--- config.mk ---
export PLATFORM = sky130hd
export DESIGN_NAME = sink_link_status_ber_regs
export DESIGN_NICKNAME = d
export VERILOG_FILES = /design/src/rtl/sink_link_pkg.sv /design/src/rtl/sink_link_status_ber_regs.sv /design/src/rtl/pin_sync.sv /design/src/rtl/lane_error_counter.sv
export SDC_FILE = /design/constraint.sdc
export NUM_CORES = 1
export LEC_CHECK = 0
export BUFFER_PORTS_ARGS = -buffer_cell sky130_fd_sc_hd__buf_2
export CAP_MARGIN = 20
export CORE_ASPECT_RATIO = 0.7
export CORE_MARGIN = 3
export CORE_UTILIZATION = 55
export CTS_CLUSTER_SIZE = 16
export DETAILED_ROUTE_END_ITERATION = 8
export PLACE_DENSITY = 0.77
export SYNTH_ARGS = -nofsm -noshare
export SYNTH_HDL_FRONTEND = slang
export SYNTH_HIERARCHICAL = 1
export SYNTH_SLANG_ARGS = --single-unit
--- constraint.sdc ---
create_clock -name clk -period 9.2 [get_ports clk]
set_input_delay 1.84 -clock clk [delete_from_list [all_inputs] [get_ports clk]]
set_output_delay 1.84 -clock clk [all_outputs]
set_load 0.02 [all_outputs]
--- src/rtl/sink_link_pkg.sv ---
package sink_link_pkg;

	// ----------------------------------------
	// Geometry.
	// ----------------------------------------
	localparam int LANES = 4;
	localparam int CNT_W = 15;
	localparam int TS_W = 24;
	localparam int ADDR_W = 5;

	// ----------------------------------------
	// Register indices; byte address is four times the index.
	// ----------------------------------------
	localparam logic [2:0] IDX_LINK_CONTROL = 3'h0;
	localparam logic [2:0] IDX_LINK_STATUS = 3'h1;
	localparam logic [2:0] IDX_TEST_CONTROL = 3'h2;
	localparam logic [2:0] IDX_VIS_CNT_LOW = 3'h3;
	localparam logic [2:0] IDX_VIS_CNT_HIGH = 3'h4;
	localparam logic [2:0] IDX_TICKS = 3'h5;
	localparam logic [2:0] IDX_INT_CNT_LOW = 3'h6;
	localparam logic [2:0] IDX_INT_CNT_HIGH = 3'h7;

	// ----------------------------------------
	// Link control fields.
	// ----------------------------------------
	localparam int CTL_LANES_LSB = 0;
	localparam int CTL_DESCR_BYPASS = 7;
	localparam int CTL_TP_LSB = 8;
	localparam int CTL_XCVR_RESET = 11;
	localparam int CTL_RETUNE = 13;
	localparam int CTL_RATE_LSB = 16;
	localparam logic [7:0] RATE_162 = 8'h06;
	localparam logic [7:0] RATE_270 = 8'h0A;
	localparam logic [7:0] RATE_540 = 8'h14;
	localparam logic [7:0] RESET_RATE = RATE_162;
	localparam logic [4:0] LANES_ONE = 5'h01;
	localparam logic [4:0] LANES_TWO = 5'h02;
	localparam logic [4:0] LANES_FOUR = 5'h04;
	localparam logic [4:0] RESET_LANES = LANES_ONE;

	// ----------------------------------------
	// Link status fields.
	// ----------------------------------------
	localparam int STS_CDR_LSB = 0;
	localparam int STS_SYM_LSB = 4;
	localparam int STS_DESKEW = 8;
	localparam int STS_SYNC_LOSS = 16;
	localparam int STS_BUSY = 17;

	// ----------------------------------------
	// Error test control fields.
	// ----------------------------------------
	localparam int TST_KIND_LSB = 0;
	localparam int TST_PATT_LSB = 2;
	localparam int TST_CLR_VIS_LSB = 16;
	localparam int TST_ON = 20;
	localparam int TST_PICK_LSB = 21;
	localparam int TST_CLR_INT_LSB = 24;
	localparam logic [1:0] KIND_BOTH = 2'h0;
	localparam logic [1:0] KIND_DISPARITY = 2'h1;
	localparam logic [1:0] KIND_CODE = 2'h2;
	localparam logic [11:0] RESET_PATTERNS = 12'h000;
	localparam logic [1:0] RESET_KIND = KIND_BOTH;

	// ----------------------------------------
	// Counter layout inside a count register.
	// ----------------------------------------
	localparam int CNT_HI_LSB = 16;

	// ----------------------------------------
	// Timestamp tick.
	// ----------------------------------------
	localparam int TICK_US = 100;
	localparam int CLK_PERIOD_NS = 50;
	localparam int TICK_CYCLES = (TICK_US * 1000) / CLK_PERIOD_NS;
	localparam logic [10:0] TICK_LAST = 11'(TICK_CYCLES - 1);

	// ----------------------------------------
	// Bus answer state.
	// ----------------------------------------
	typedef enum logic [1:0] {
		BUS_IDLE = 2'b01,
		BUS_ACK = 2'b10
	} bus_state_t;

endpackage : sink_link_pkg

--- src/rtl/sink_link_status_ber_regs.sv ---
`timescale 1ns/100ps
// Behaviour
// Control bit 11 at 1 holds the sink transceiver in reset; 0 releases it.
// Control bits 10:8 show the training pattern now in use.
// Control bit 7 at 1 bypasses the descrambler; 0 keeps it active.
// Control bits 23:16 hold link rate in units of 270 Mbps.
// Without controller, control reads only, showing rate and one-hot lane count.
// With controller, status bit 17 follows the transceiver retune busy input; without, it reads 0.
// Status bit 16 sets on symbol lock loss, clears only by writing 1.
// Status bit 8 shows inter-lane alignment achieved.
// Status bits 7:4 show symbol lock of lanes 3 to 0.
// Status bits 3:0 show clock recovery lock of lanes 3 to 0.
// In single-lane test, lock bits of untested lanes read 1.
// Test bit 20 enables single-lane test; bits 22:21 pick the lane.
// Test bits 16 to 19 clear visible counters of lanes 0 to 3; read 0.
// Test bits 24 to 27 clear internal counters of lanes 0 to 3; read 0.
// Each lane has a three-bit pattern select at bits 4:2 through 13:11.
// Test bits 1:0 choose counted errors: both, disparity, code, reserved.
// Visible 15-bit counters sit at index 3 and 4 and leave the block.
// Internal 15-bit counters sit at index 6 and 7, never reported out.
// A 24-bit timestamp advances every 100 us; upper byte reads zero.
// Writing 1 to control bit 13 requests a retune; bit reads 0.
// Counters step once per selected error, saturate, and zero on clear.
// Lock bits follow lanes live; loss sets when a used lane drops lock.
module sink_link_status_ber_regs
	import sink_link_pkg::*;
#(
	parameter bit CONTROLLER_USED = 1'b1
) (
	// Clock and reset.
	input wire logic clk,
	input wire logic rst_n,
	// Avalon-MM slave.
	input wire logic [ADDR_W-1:0] avsAddress,
	input wire logic avsRead,
	input wire logic avsWrite,
	input wire logic [31:0] avsWriteData,
	input wire logic [3:0] avsByteEnable,
	output logic [31:0] avsReadData,
	output logic avsWaitRequest,
	// Lane condition from the transceiver, asynchronous.
	input wire logic [LANES-1:0] clockRecoveredLane,
	input wire logic [LANES-1:0] symbolLockedLane,
	input wire logic lanesDeskewed,
	input wire logic transceiverRetunePending,
	// Receive datapath, on this clock.
	input wire logic [2:0] trainingPatternNow,
	input wire logic [LANES-1:0] disparityError,
	input wire logic [LANES-1:0] codeError,
	input wire logic [7:0] trainedLineRate,
	input wire logic [4:0] trainedLaneCount,
	// Transceiver control.
	output logic transceiverHoldInReset,
	output logic descramblerBypass,
	output logic [7:0] lineRate,
	output logic [4:0] laneCount,
	output logic retuneLineRate,
	// Test control.
	output logic singleLaneTestOn,
	output logic [1:0] singleLaneTestPick,
	output logic [3*LANES-1:0] lanePatternSelect,
	// Visible error counts, lane 0 in the low bits.
	output logic [CNT_W*LANES-1:0] visibleErrorCount
);

	// ----------------------------------------
	// Reset release.
	// ----------------------------------------
	logic rstMeta_ff;
	logic rstSync_ff;

	always_ff @(posedge clk or negedge rst_n) begin
		if (!rst_n) begin
			rstMeta_ff <= 1'b0;
			rstSync_ff <= 1'b0;
		end else begin
			rstMeta_ff <= 1'b1;
			rstSync_ff <= rstMeta_ff;
		end
	end

	// ----------------------------------------
	// Lane condition synchronisers.
	// ----------------------------------------
	logic [LANES-1:0] cdrLock;
	logic [LANES-1:0] symLock;
	logic deskewed;
	logic retuneBusy;

	pin_sync #(.WIDTH(2*LANES+2)) u_pin_sync (
		.clk(clk),
		.rstN(rstSync_ff),
		.pinIn({transceiverRetunePending, lanesDeskewed, symbolLockedLane, clockRecoveredLane}),
		.levelOut({retuneBusy, deskewed, symLock, cdrLock})
	);

	// ----------------------------------------
	// Bus decode.
	// ----------------------------------------
	bus_state_t busState_ff;
	logic [31:0] readData_ff;
	logic waitRequest_ff;
	logic [2:0] regIndex;
	logic [31:0] byteMask;
	logic [31:0] wrBits;
	logic wrTake;
	logic wrControl;
	logic wrStatus;
	logic wrTest;

	assign regIndex = avsAddress[4:2];
	assign byteMask = {{8{avsByteEnable[3]}}, {8{avsByteEnable[2]}}, {8{avsByteEnable[1]}}, {8{avsByteEnable[0]}}};
	assign wrBits = avsWriteData & byteMask;
	assign wrTake = (busState_ff == BUS_ACK) && avsWrite;
	assign wrControl = wrTake && regIndex == IDX_LINK_CONTROL && CONTROLLER_USED;
	assign wrStatus = wrTake && regIndex == IDX_LINK_STATUS;
	assign wrTest = wrTake && regIndex == IDX_TEST_CONTROL;

	// ----------------------------------------
	// Link control register.
	// ----------------------------------------
	logic holdReset_ff;
	logic descrBypass_ff;
	logic [7:0] rate_ff;
	logic [4:0] lanes_ff;
	logic retune_ff;

	always_ff @(posedge clk or negedge rstSync_ff) begin
		if (!rstSync_ff) begin
			holdReset_ff <= 1'b0;
			descrBypass_ff <= 1'b0;
			rate_ff <= RESET_RATE;
			lanes_ff <= RESET_LANES;
		end else if (!CONTROLLER_USED) begin
			holdReset_ff <= 1'b0;
			descrBypass_ff <= 1'b0;
			rate_ff <= trainedLineRate;
			lanes_ff <= trainedLaneCount;
		end else if (wrControl) begin
			if (avsByteEnable[1]) begin
				holdReset_ff <= avsWriteData[CTL_XCVR_RESET];
			end
			if (avsByteEnable[0]) begin
				descrBypass_ff <= avsWriteData[CTL_DESCR_BYPASS];
				lanes_ff <= avsWriteData[CTL_LANES_LSB +: 5];
			end
			if (avsByteEnable[2]) begin
				rate_ff <= avsWriteData[CTL_RATE_LSB +: 8];
			end
		end
	end

	always_ff @(posedge clk or negedge rstSync_ff) begin
		if (!rstSync_ff) begin
			retune_ff <= 1'b0;
		end else begin
			retune_ff <= wrControl && wrBits[CTL_RETUNE];
		end
	end

	// ----------------------------------------
	// Lanes in use.
	// ----------------------------------------
	logic [LANES-1:0] usedLanes;

	always_comb begin
		unique case (lanes_ff)
			LANES_ONE: usedLanes = 4'h1;
			LANES_TWO: usedLanes = 4'h3;
			LANES_FOUR: usedLanes = 4'hF;
			default: usedLanes = 4'h0;
		endcase
	end

	// ----------------------------------------
	// Error test control register.
	// ----------------------------------------
	logic testOn_ff;
	logic [1:0] testPick_ff;
	logic [3*LANES-1:0] patterns_ff;
	logic [1:0] kind_ff;
	logic [LANES-1:0] clearVisible;
	logic [LANES-1:0] clearInternal;

	always_ff @(posedge clk or negedge rstSync_ff) begin
		if (!rstSync_ff) begin
			testOn_ff <= 1'b0;
			testPick_ff <= 2'h0;
			patterns_ff <= RESET_PATTERNS;
			kind_ff <= RESET_KIND;
		end else if (wrTest) begin
			if (avsByteEnable[2]) begin
				testOn_ff <= avsWriteData[TST_ON];
				testPick_ff <= avsWriteData[TST_PICK_LSB +: 2];
			end
			if (avsByteEnable[0]) begin
				kind_ff <= avsWriteData[TST_KIND_LSB +: 2];
				patterns_ff[5:0] <= avsWriteData[TST_PATT_LSB +: 6];
			end
			if (avsByteEnable[1]) begin
				patterns_ff[11:6] <= avsWriteData[TST_PATT_LSB+6 +: 6];
			end
		end
	end

	assign clearVisible = wrTest ? wrBits[TST_CLR_VIS_LSB +: LANES] : 4'h0;
	assign clearInternal = wrTest ? wrBits[TST_CLR_INT_LSB +: LANES] : 4'h0;

	// ----------------------------------------
	// Status: live lock view and sticky loss flag.
	// ----------------------------------------
	logic [LANES-1:0] symLockPrev_ff;
	logic syncLoss_ff;
	logic [LANES-1:0] pickMask;
	logic [LANES-1:0] cdrShow;
	logic [LANES-1:0] symShow;
	logic lossEvent;

	assign pickMask = 4'h1 << testPick_ff;
	assign cdrShow = testOn_ff ? (cdrLock | ~pickMask) : cdrLock;
	assign symShow = testOn_ff ? (symLock | ~pickMask) : symLock;
	assign lossEvent = |(symLockPrev_ff & ~symLock & usedLanes);

	always_ff @(posedge clk or negedge rstSync_ff) begin
		if (!rstSync_ff) begin
			symLockPrev_ff <= '0;
		end else begin
			symLockPrev_ff <= symLock;
		end
	end

	always_ff @(posedge clk or negedge rstSync_ff) begin
		if (!rstSync_ff) begin
			syncLoss_ff <= 1'b0;
		end else if (lossEvent) begin
			syncLoss_ff <= 1'b1;
		end else if (wrStatus && wrBits[STS_SYNC_LOSS]) begin
			syncLoss_ff <= 1'b0;
		end
	end

	// ----------------------------------------
	// Error counters, visible and internal per lane.
	// ----------------------------------------
	logic [CNT_W-1:0] visCount [LANES];
	logic [CNT_W-1:0] intCount [LANES];

	for (genvar lane = 0; lane < LANES; lane++) begin : g_lane
		logic laneEvent;

		always_comb begin
			unique case (kind_ff)
				KIND_BOTH: laneEvent = disparityError[lane] | codeError[lane];
				KIND_DISPARITY: laneEvent = disparityError[lane];
				KIND_CODE: laneEvent = codeError[lane];
				default: laneEvent = 1'b0;
			endcase
		end

		lane_error_counter u_visible (
			.clk(clk),
			.rstN(rstSync_ff),
			.errorEvent(laneEvent),
			.clear(clearVisible[lane]),
			.count(visCount[lane])
		);

		lane_error_counter u_internal (
			.clk(clk),
			.rstN(rstSync_ff),
			.errorEvent(laneEvent),
			.clear(clearInternal[lane]),
			.count(intCount[lane])
		);

		assign visibleErrorCount[lane*CNT_W +: CNT_W] = visCount[lane];
	end

	// ----------------------------------------
	// Timestamp.
	// ----------------------------------------
	logic [10:0] tickDiv_ff;
	logic [TS_W-1:0] ticks_ff;

	always_ff @(posedge clk or negedge rstSync_ff) begin
		if (!rstSync_ff) begin
			tickDiv_ff <= '0;
			ticks_ff <= '0;
		end else if (tickDiv_ff == TICK_LAST) begin
			tickDiv_ff <= '0;
			ticks_ff <= ticks_ff + 1'b1;
		end else begin
			tickDiv_ff <= tickDiv_ff + 1'b1;
		end
	end

	// ----------------------------------------
	// Read view.
	// ----------------------------------------
	logic [31:0] controlWord;
	logic [31:0] statusWord;
	logic [31:0] testWord;
	logic [31:0] readWord;

	always_comb begin
		controlWord = '0;
		controlWord[CTL_RATE_LSB +: 8] = rate_ff;
		controlWord[CTL_LANES_LSB +: 5] = lanes_ff;
		if (CONTROLLER_USED) begin
			controlWord[CTL_XCVR_RESET] = holdReset_ff;
			controlWord[CTL_TP_LSB +: 3] = trainingPatternNow;
			controlWord[CTL_DESCR_BYPASS] = descrBypass_ff;
		end
	end

	always_comb begin
		statusWord = '0;
		statusWord[STS_CDR_LSB +: LANES] = cdrShow;
		statusWord[STS_SYM_LSB +: LANES] = symShow;
		statusWord[STS_DESKEW] = deskewed;
		statusWord[STS_SYNC_LOSS] = syncLoss_ff;
		statusWord[STS_BUSY] = CONTROLLER_USED && retuneBusy;
	end

	always_comb begin
		testWord = '0;
		testWord[TST_KIND_LSB +: 2] = kind_ff;
		testWord[TST_PATT_LSB +: 3*LANES] = patterns_ff;
		testWord[TST_ON] = testOn_ff;
		testWord[TST_PICK_LSB +: 2] = testPick_ff;
	end

	always_comb begin
		unique case (regIndex)
			IDX_LINK_CONTROL: readWord = controlWord;
			IDX_LINK_STATUS: readWord = statusWord;
			IDX_TEST_CONTROL: readWord = testWord;
			IDX_VIS_CNT_LOW: readWord = {1'b0, visCount[1], 1'b0, visCount[0]};
			IDX_VIS_CNT_HIGH: readWord = {1'b0, visCount[3], 1'b0, visCount[2]};
			IDX_TICKS: readWord = {8'h00, ticks_ff};
			IDX_INT_CNT_LOW: readWord = {1'b0, intCount[1], 1'b0, intCount[0]};
			IDX_INT_CNT_HIGH: readWord = {1'b0, intCount[3], 1'b0, intCount[2]};
		endcase
	end

	// ----------------------------------------
	// Bus answer: one wait cycle, then an acknowledge cycle.
	// ----------------------------------------
	always_ff @(posedge clk or negedge rstSync_ff) begin
		if (!rstSync_ff) begin
			busState_ff <= BUS_IDLE;
			waitRequest_ff <= 1'b1;
		end else begin
			unique case (busState_ff)
				BUS_IDLE: begin
					if (avsRead || avsWrite) begin
						busState_ff <= BUS_ACK;
						waitRequest_ff <= 1'b0;
					end
				end
				BUS_ACK: begin
					busState_ff <= BUS_IDLE;
					waitRequest_ff <= 1'b1;
				end
			endcase
		end
	end

	always_ff @(posedge clk or negedge rstSync_ff) begin
		if (!rstSync_ff) begin
			readData_ff <= '0;
		end else if (busState_ff == BUS_IDLE && avsRead) begin
			readData_ff <= readWord;
		end
	end

	// ----------------------------------------
	// Outputs.
	// ----------------------------------------
	assign avsReadData = readData_ff;
	assign avsWaitRequest = waitRequest_ff;
	assign transceiverHoldInReset = holdReset_ff;
	assign descramblerBypass = descrBypass_ff;
	assign lineRate = rate_ff;
	assign laneCount = lanes_ff;
	assign retuneLineRate = retune_ff;
	assign singleLaneTestOn = testOn_ff;
	assign singleLaneTestPick = testPick_ff;
	assign lanePatternSelect = patterns_ff;

	// ----------------------------------------
	// Checks.
	// ----------------------------------------
	a_loss_sets: assert property (@(posedge clk) disable iff (!rstSync_ff)
		lossEvent |=> syncLoss_ff) else $error("Loss flag did not set.");
	a_loss_sticky: assert property (@(posedge clk) disable iff (!rstSync_ff)
		(syncLoss_ff && !(wrStatus && wrBits[STS_SYNC_LOSS])) |=> syncLoss_ff) else $error("Loss flag fell alone.");
	a_retune_pulse: assert property (@(posedge clk) disable iff (!rstSync_ff)
		(wrControl && wrBits[CTL_RETUNE]) |=> retuneLineRate ##1 !retuneLineRate) else $error("Retune pulse wrong.");
	a_hold_reset: assert property (@(posedge clk) disable iff (!rstSync_ff)
		(wrControl && avsByteEnable[1]) |=> transceiverHoldInReset == $past(avsWriteData[CTL_XCVR_RESET]))
		else $error("Hold-in-reset not stored.");
	a_forced_lock: assert property (@(posedge clk) disable iff (!rstSync_ff)
		testOn_ff |-> ((statusWord[7:4] | pickMask) == 4'hF && (statusWord[3:0] | pickMask) == 4'hF))
		else $error("Untested lane lock not forced.");
	a_tick_step: assert property (@(posedge clk) disable iff (!rstSync_ff)
		(tickDiv_ff == TICK_LAST) |=> ticks_ff == $past(ticks_ff) + 1'b1 && tickDiv_ff == '0)
		else $error("Timestamp tick wrong.");
	a_tick_still: assert property (@(posedge clk) disable iff (!rstSync_ff)
		(tickDiv_ff != TICK_LAST) |=> $stable(ticks_ff)) else $error("Timestamp moved early.");
	a_bus_answer: assert property (@(posedge clk) disable iff (!rstSync_ff)
		(busState_ff == BUS_IDLE && (avsRead || avsWrite)) |=> !avsWaitRequest ##1 avsWaitRequest)
		else $error("Bus answer timing wrong.");
	a_read_mode: assert property (@(posedge clk) disable iff (!rstSync_ff)
		!CONTROLLER_USED |-> controlWord[15:5] == '0 && !transceiverHoldInReset) else $error("Read-only control changed.");

endmodule : sink_link_status_ber_regs

--- src/rtl/pin_sync.sv ---
`timescale 1ns/100ps
module pin_sync
	import sink_link_pkg::*;
#(
	parameter int WIDTH = 1
) (
	// Clock and reset.
	input wire logic clk,
	input wire logic rstN,
	// Asynchronous level in, filtered level out.
	input wire logic [WIDTH-1:0] pinIn,
	output logic [WIDTH-1:0] levelOut
);

	logic [WIDTH-1:0] stage1_ff;
	logic [WIDTH-1:0] stage2_ff;
	logic [WIDTH-1:0] stage3_ff;
	logic [WIDTH-1:0] level_ff;

	// ----------------------------------------
	// A change counts once stages two and three agree.
	// ----------------------------------------
	always_ff @(posedge clk or negedge rstN) begin
		if (!rstN) begin
			stage1_ff <= '0;
			stage2_ff <= '0;
			stage3_ff <= '0;
		end else begin
			stage1_ff <= pinIn;
			stage2_ff <= stage1_ff;
			stage3_ff <= stage2_ff;
		end
	end

	always_ff @(posedge clk or negedge rstN) begin
		if (!rstN) begin
			level_ff <= '0;
		end else begin
			level_ff <= (stage2_ff & stage3_ff) | (level_ff & (stage2_ff | stage3_ff));
		end
	end

	assign levelOut = level_ff;

endmodule : pin_sync

--- src/rtl/lane_error_counter.sv ---
`timescale 1ns/100ps
module lane_error_counter
	import sink_link_pkg::*;
(
	// Clock and reset.
	input wire logic clk,
	input wire logic rstN,
	// Event and clear.
	input wire logic errorEvent,
	input wire logic clear,
	// Count.
	output logic [CNT_W-1:0] count
);

	localparam logic [CNT_W-1:0] CNT_MAX = '1;

	logic [CNT_W-1:0] count_ff;

	// ----------------------------------------
	// Saturating count; a clear returns it to zero.
	// ----------------------------------------
	always_ff @(posedge clk or negedge rstN) begin
		if (!rstN) begin
			count_ff <= '0;
		end else if (clear) begin
			count_ff <= '0;
		end else if (errorEvent && count_ff != CNT_MAX) begin
			count_ff <= count_ff + 1'b1;
		end
	end

	assign count = count_ff;

	a_count_clear: assert property (@(posedge clk) disable iff (!rstN) clear |=> count_ff == '0) else $error("Counter not zero after clear.");
	a_count_saturate: assert property (@(posedge clk) disable iff (!rstN)
		(count_ff == CNT_MAX && !clear) |=> count_ff == CNT_MAX) else $error("Counter wrapped past maximum.");
	a_count_step: assert property (@(posedge clk) disable iff (!rstN)
		(errorEvent && !clear && count_ff != CNT_MAX) |=> count_ff == $past(count_ff) + 1'b1) else $error("Counter missed an event.");

endmodule : lane_error_counter

==> impl_metrics.json <==
{
  "finalHoldViolCount": 0,
  "hp-start": "u_pin_sync/stage1_ff[0]",
  "vias": 12300,
  "synth_top_family_by_area": "simple AND/OR/NAND/NOR gates",
  "dpl_cell_area_mm2": 0.0154,
  "hold_slack_ps": 347,
  "drt-pass1-iter-count": 6,
  "slew_headroom": 0.403,
  "setup_tns_ps": 0,
  "startpoint_type": "input port",
  "synth.cell_area_mm2": 0.0142,
  "synth-simple-area-share": 0.234,
  "routed_wl_um": 40700,
  "final.setup_skew_ps": 9.58,
  "synth_top_area_cell": "dfrtp_1",
  "cp_max_fo": 42,
  "cts_buffers": 27,
  "syn-instance-count": 1386,
  "ant_nets": 0,
  "clk-insertion-delay-late_ps": 530,
  "yosysWarnings": 6,
  "dpl_worst_slack_ps": 4610,
  "cp.arrival_ps": 4500,
  "finalNetCount": 1642,
  "reg2reg_to": "g_lane[0].u_visible/count[7]",
  "synth_seq_cells": 268,
  "synth.yosys.seq_area_share": 0.472,
  "io_buffers": 180,
  "clockBufferDepth": 3,
  "synth_cell_type_count": 68,
  "cts.clk_slew.worst_paths_ps": 60,
  "htree_num_levels": 1,
  "antenna_found_initial": 2,
  "maxCapViolCount": 0,
  "synth_edf_count": 0,
  "synth-compound-area-share": 0.138,
  "final_common_cell": "dfrtp_1",
  "drc": 0,
  "wl_per_cell_um": 21.5,
  "avgSynthCellArea_um2": 10.3,
  "required_ps": 9620,
  "rsz0062_at_grt": "false",
  "grt_pass1_wl_um": 63900,
  "worst_slack_ps": 5120,
  "hold_path_depth": 0,
  "synth_fa_ha_area_frac": 0.0167,
  "tightestPinTransition_ps": 896,
  "fin_area_mm2": 0.0163,
  "slew_violations": 0,
  "synth_nets": 1475,
  "die_h_um": 141,
  "hp-class": "register to register",
  "yosys-top-cells-area": "dfrtp_1 (46%), mux2_2 (3.4%), nand2_1 (3.0%), o21ai_0 (2.9%), a21oi_1 (2.6%)",
  "fp-row-count": 48,
  "fmax_mhz": 245,
  "die_w_um": 198,
  "regToRegSetupSlack_ps": 6510,
  "final_cell_mix": "dfrtp_1 (263), buf_2 (180), nand2_1 (112)",
  "post_cts_buffers": 0,
  "post-dp-hpwl_um": 28800,
  "fillers": 2019,
  "initial_core_util": 0.568,
  "status": "completed",
  "drive_gt1_frac": 0.252,
  "synth-async-reset-ratio": 1.00,
  "grt_overflow": 0,
  "cts_num_sinks": 268,
  "synth_top_area_share": 0.464,
  "synthFlopType": "dfrtp_1",
  "finalCritPeriodShare": 0.444,
  "ff2ff_path_depth": 6,
  "grt_util_all_layers": 0.289,
  "hold_buffers": 0,
  "num_antenna_cells": 0,
  "cts.repair.resized": 0,
  "fp.dieArea_mm2": 0.0279,
  "cellPowerDensity_mw_per_mm2": 257,
  "min_period_ps": 4080,
  "end_kind": "register",
  "area_delta_synth_final_pct": 14.6,
  "total_power_mw": 4.19,
  "holdPathEnd": "u_pin_sync/stage2_ff[0]",
  "grt_pass1_vias": 11300,
  "ios": 203,
  "synthXorXnorAreaFrac": 0.0277,
  "cts_tree": "yes",
  "setup_violations": 0,
  "globalplace.congestion": 0.932,
  "r2r-start": "busState_ff[0]",
  "routed_via_density": 6.49,
  "synthMuxAreaShare": 0.0789,
  "root_buffer": "clkbuf_16",
  "leakage_nw": 7.38,
  "ir_drop_v": 0.000188,
  "drt-initial-drc-count": 1609,
  "grt_max_degree": 83,
  "core_area_mm2": 0.0250,
  "crit_type": "input port to register"
}
## Yosys cell counts (all sizes together) (8+ instances only)
cell	n
a2111oi	8
a211oi	20
a21oi	73
a221oi	9
a22oi	9
a31oi	20
and3	22
and4	28
buf	31
clkbuf	26
dfrtp	264
ha	10
inv	50
maj3	10
mux2	59
mux2i	36
nand2	112
nand2b	21
nand3	23
nand4	72
nor2	94
nor2b	30
nor3	42
nor4	35
o21a	11
o21ai	85
o22ai	10
o31ai	27
or3	42
or4	9
xnor2	28
xor2	17
## per-layer routing
metal	vias to the layer above	global-route usage	wire length (um)
li1	5528	-	-
met3	71	0.0463	4430
met2	697	0.408	17100
met5	-	0	17
met4	4	0.0689	905
met1	5998	0.465	18200
## worst max-delay path by stage
stage	start	end	slack (ps)	depth (start not counted)
6_report	avsAddress[3]	g_lane[0].u_internal/count[0]	5120	7
5_1_grt	avsAddress[3]	g_lane[0].u_visible/count[7]	5020	7
4_1_cts	avsAddress[3]	g_lane[0].u_visible/count[7]	5160	7
3_5_place_dp	avsAddress[3]	g_lane[0].u_visible/count[7]	4610	7
3_3_place_gp	avsAddress[3]	g_lane[0].u_visible/count[7]	4650	7
2_1_floorplan	rstSync_ff	avsReadData[0]	1190	0
## worst max-delay path: stages
cell,delay (ps)
buf_2,70
buf_4,520
nand2_1,200
nor3_2,700
and3_1,730
nor2b_1,120
mux2_4,300
## flip-flops by register name, indices dropped and copies added, names as in the netlist, 2 cells and up
register and flops:
avsReadData 31, busState_ff 2, g_lane.u_internal/count 60, g_lane.u_visible/count 60
kind_ff 2, laneCount 5, lanePatternSelect 12, lineRate 8
singleLaneTestPick 2, symLockPrev_ff 4, tickDiv_ff 11, ticks_ff 24
u_pin_sync/levelOut 10, u_pin_sync/stage1_ff 10, u_pin_sync/stage2_ff 10, u_pin_sync/stage3_ff 10
## through the flow
stage	utilization	std cells
final	0.651	1895
after detailed placement	0.614	1847
after floorplan	-	1386
after global placement	0.614	1847
after CTS	0.649	1893
after global routing	0.651	1895
## power breakdown
| part | total (mW) | internal (mW) | switching [mW] | leakage [nW] |
|---|---|---|---|---|
| clock | 1.11 | 0.647 | 0.460 | 0.433 |
| combinational | 1.22 | 0.503 | 0.718 | 3.51 |
| sequential | 1.86 | 1.44 | 0.422 | 3.43 |
## logic make-up after synthesis
family	Yosys count
muxes	98
xor gates and xnor gates	45
AOI/OAI and AO/OA	309
adders and majority gates	20
DFF	268
buffers and inverters	107
other	2
and+or+nand+nor	537
## final cells by class
type	instances	area, um2	share of cell area
tap	325	407	0.0249
multi-input combinational	1011	7070	0.433
timing repair buffer	195	1050	0.0646
sequential	268	6720	0.412
clock buffer	39	791	0.0485
inverter	50	188	0.0115
clock inverter	7	87.6	0.00537
Power figures use the tool's default switching activity.
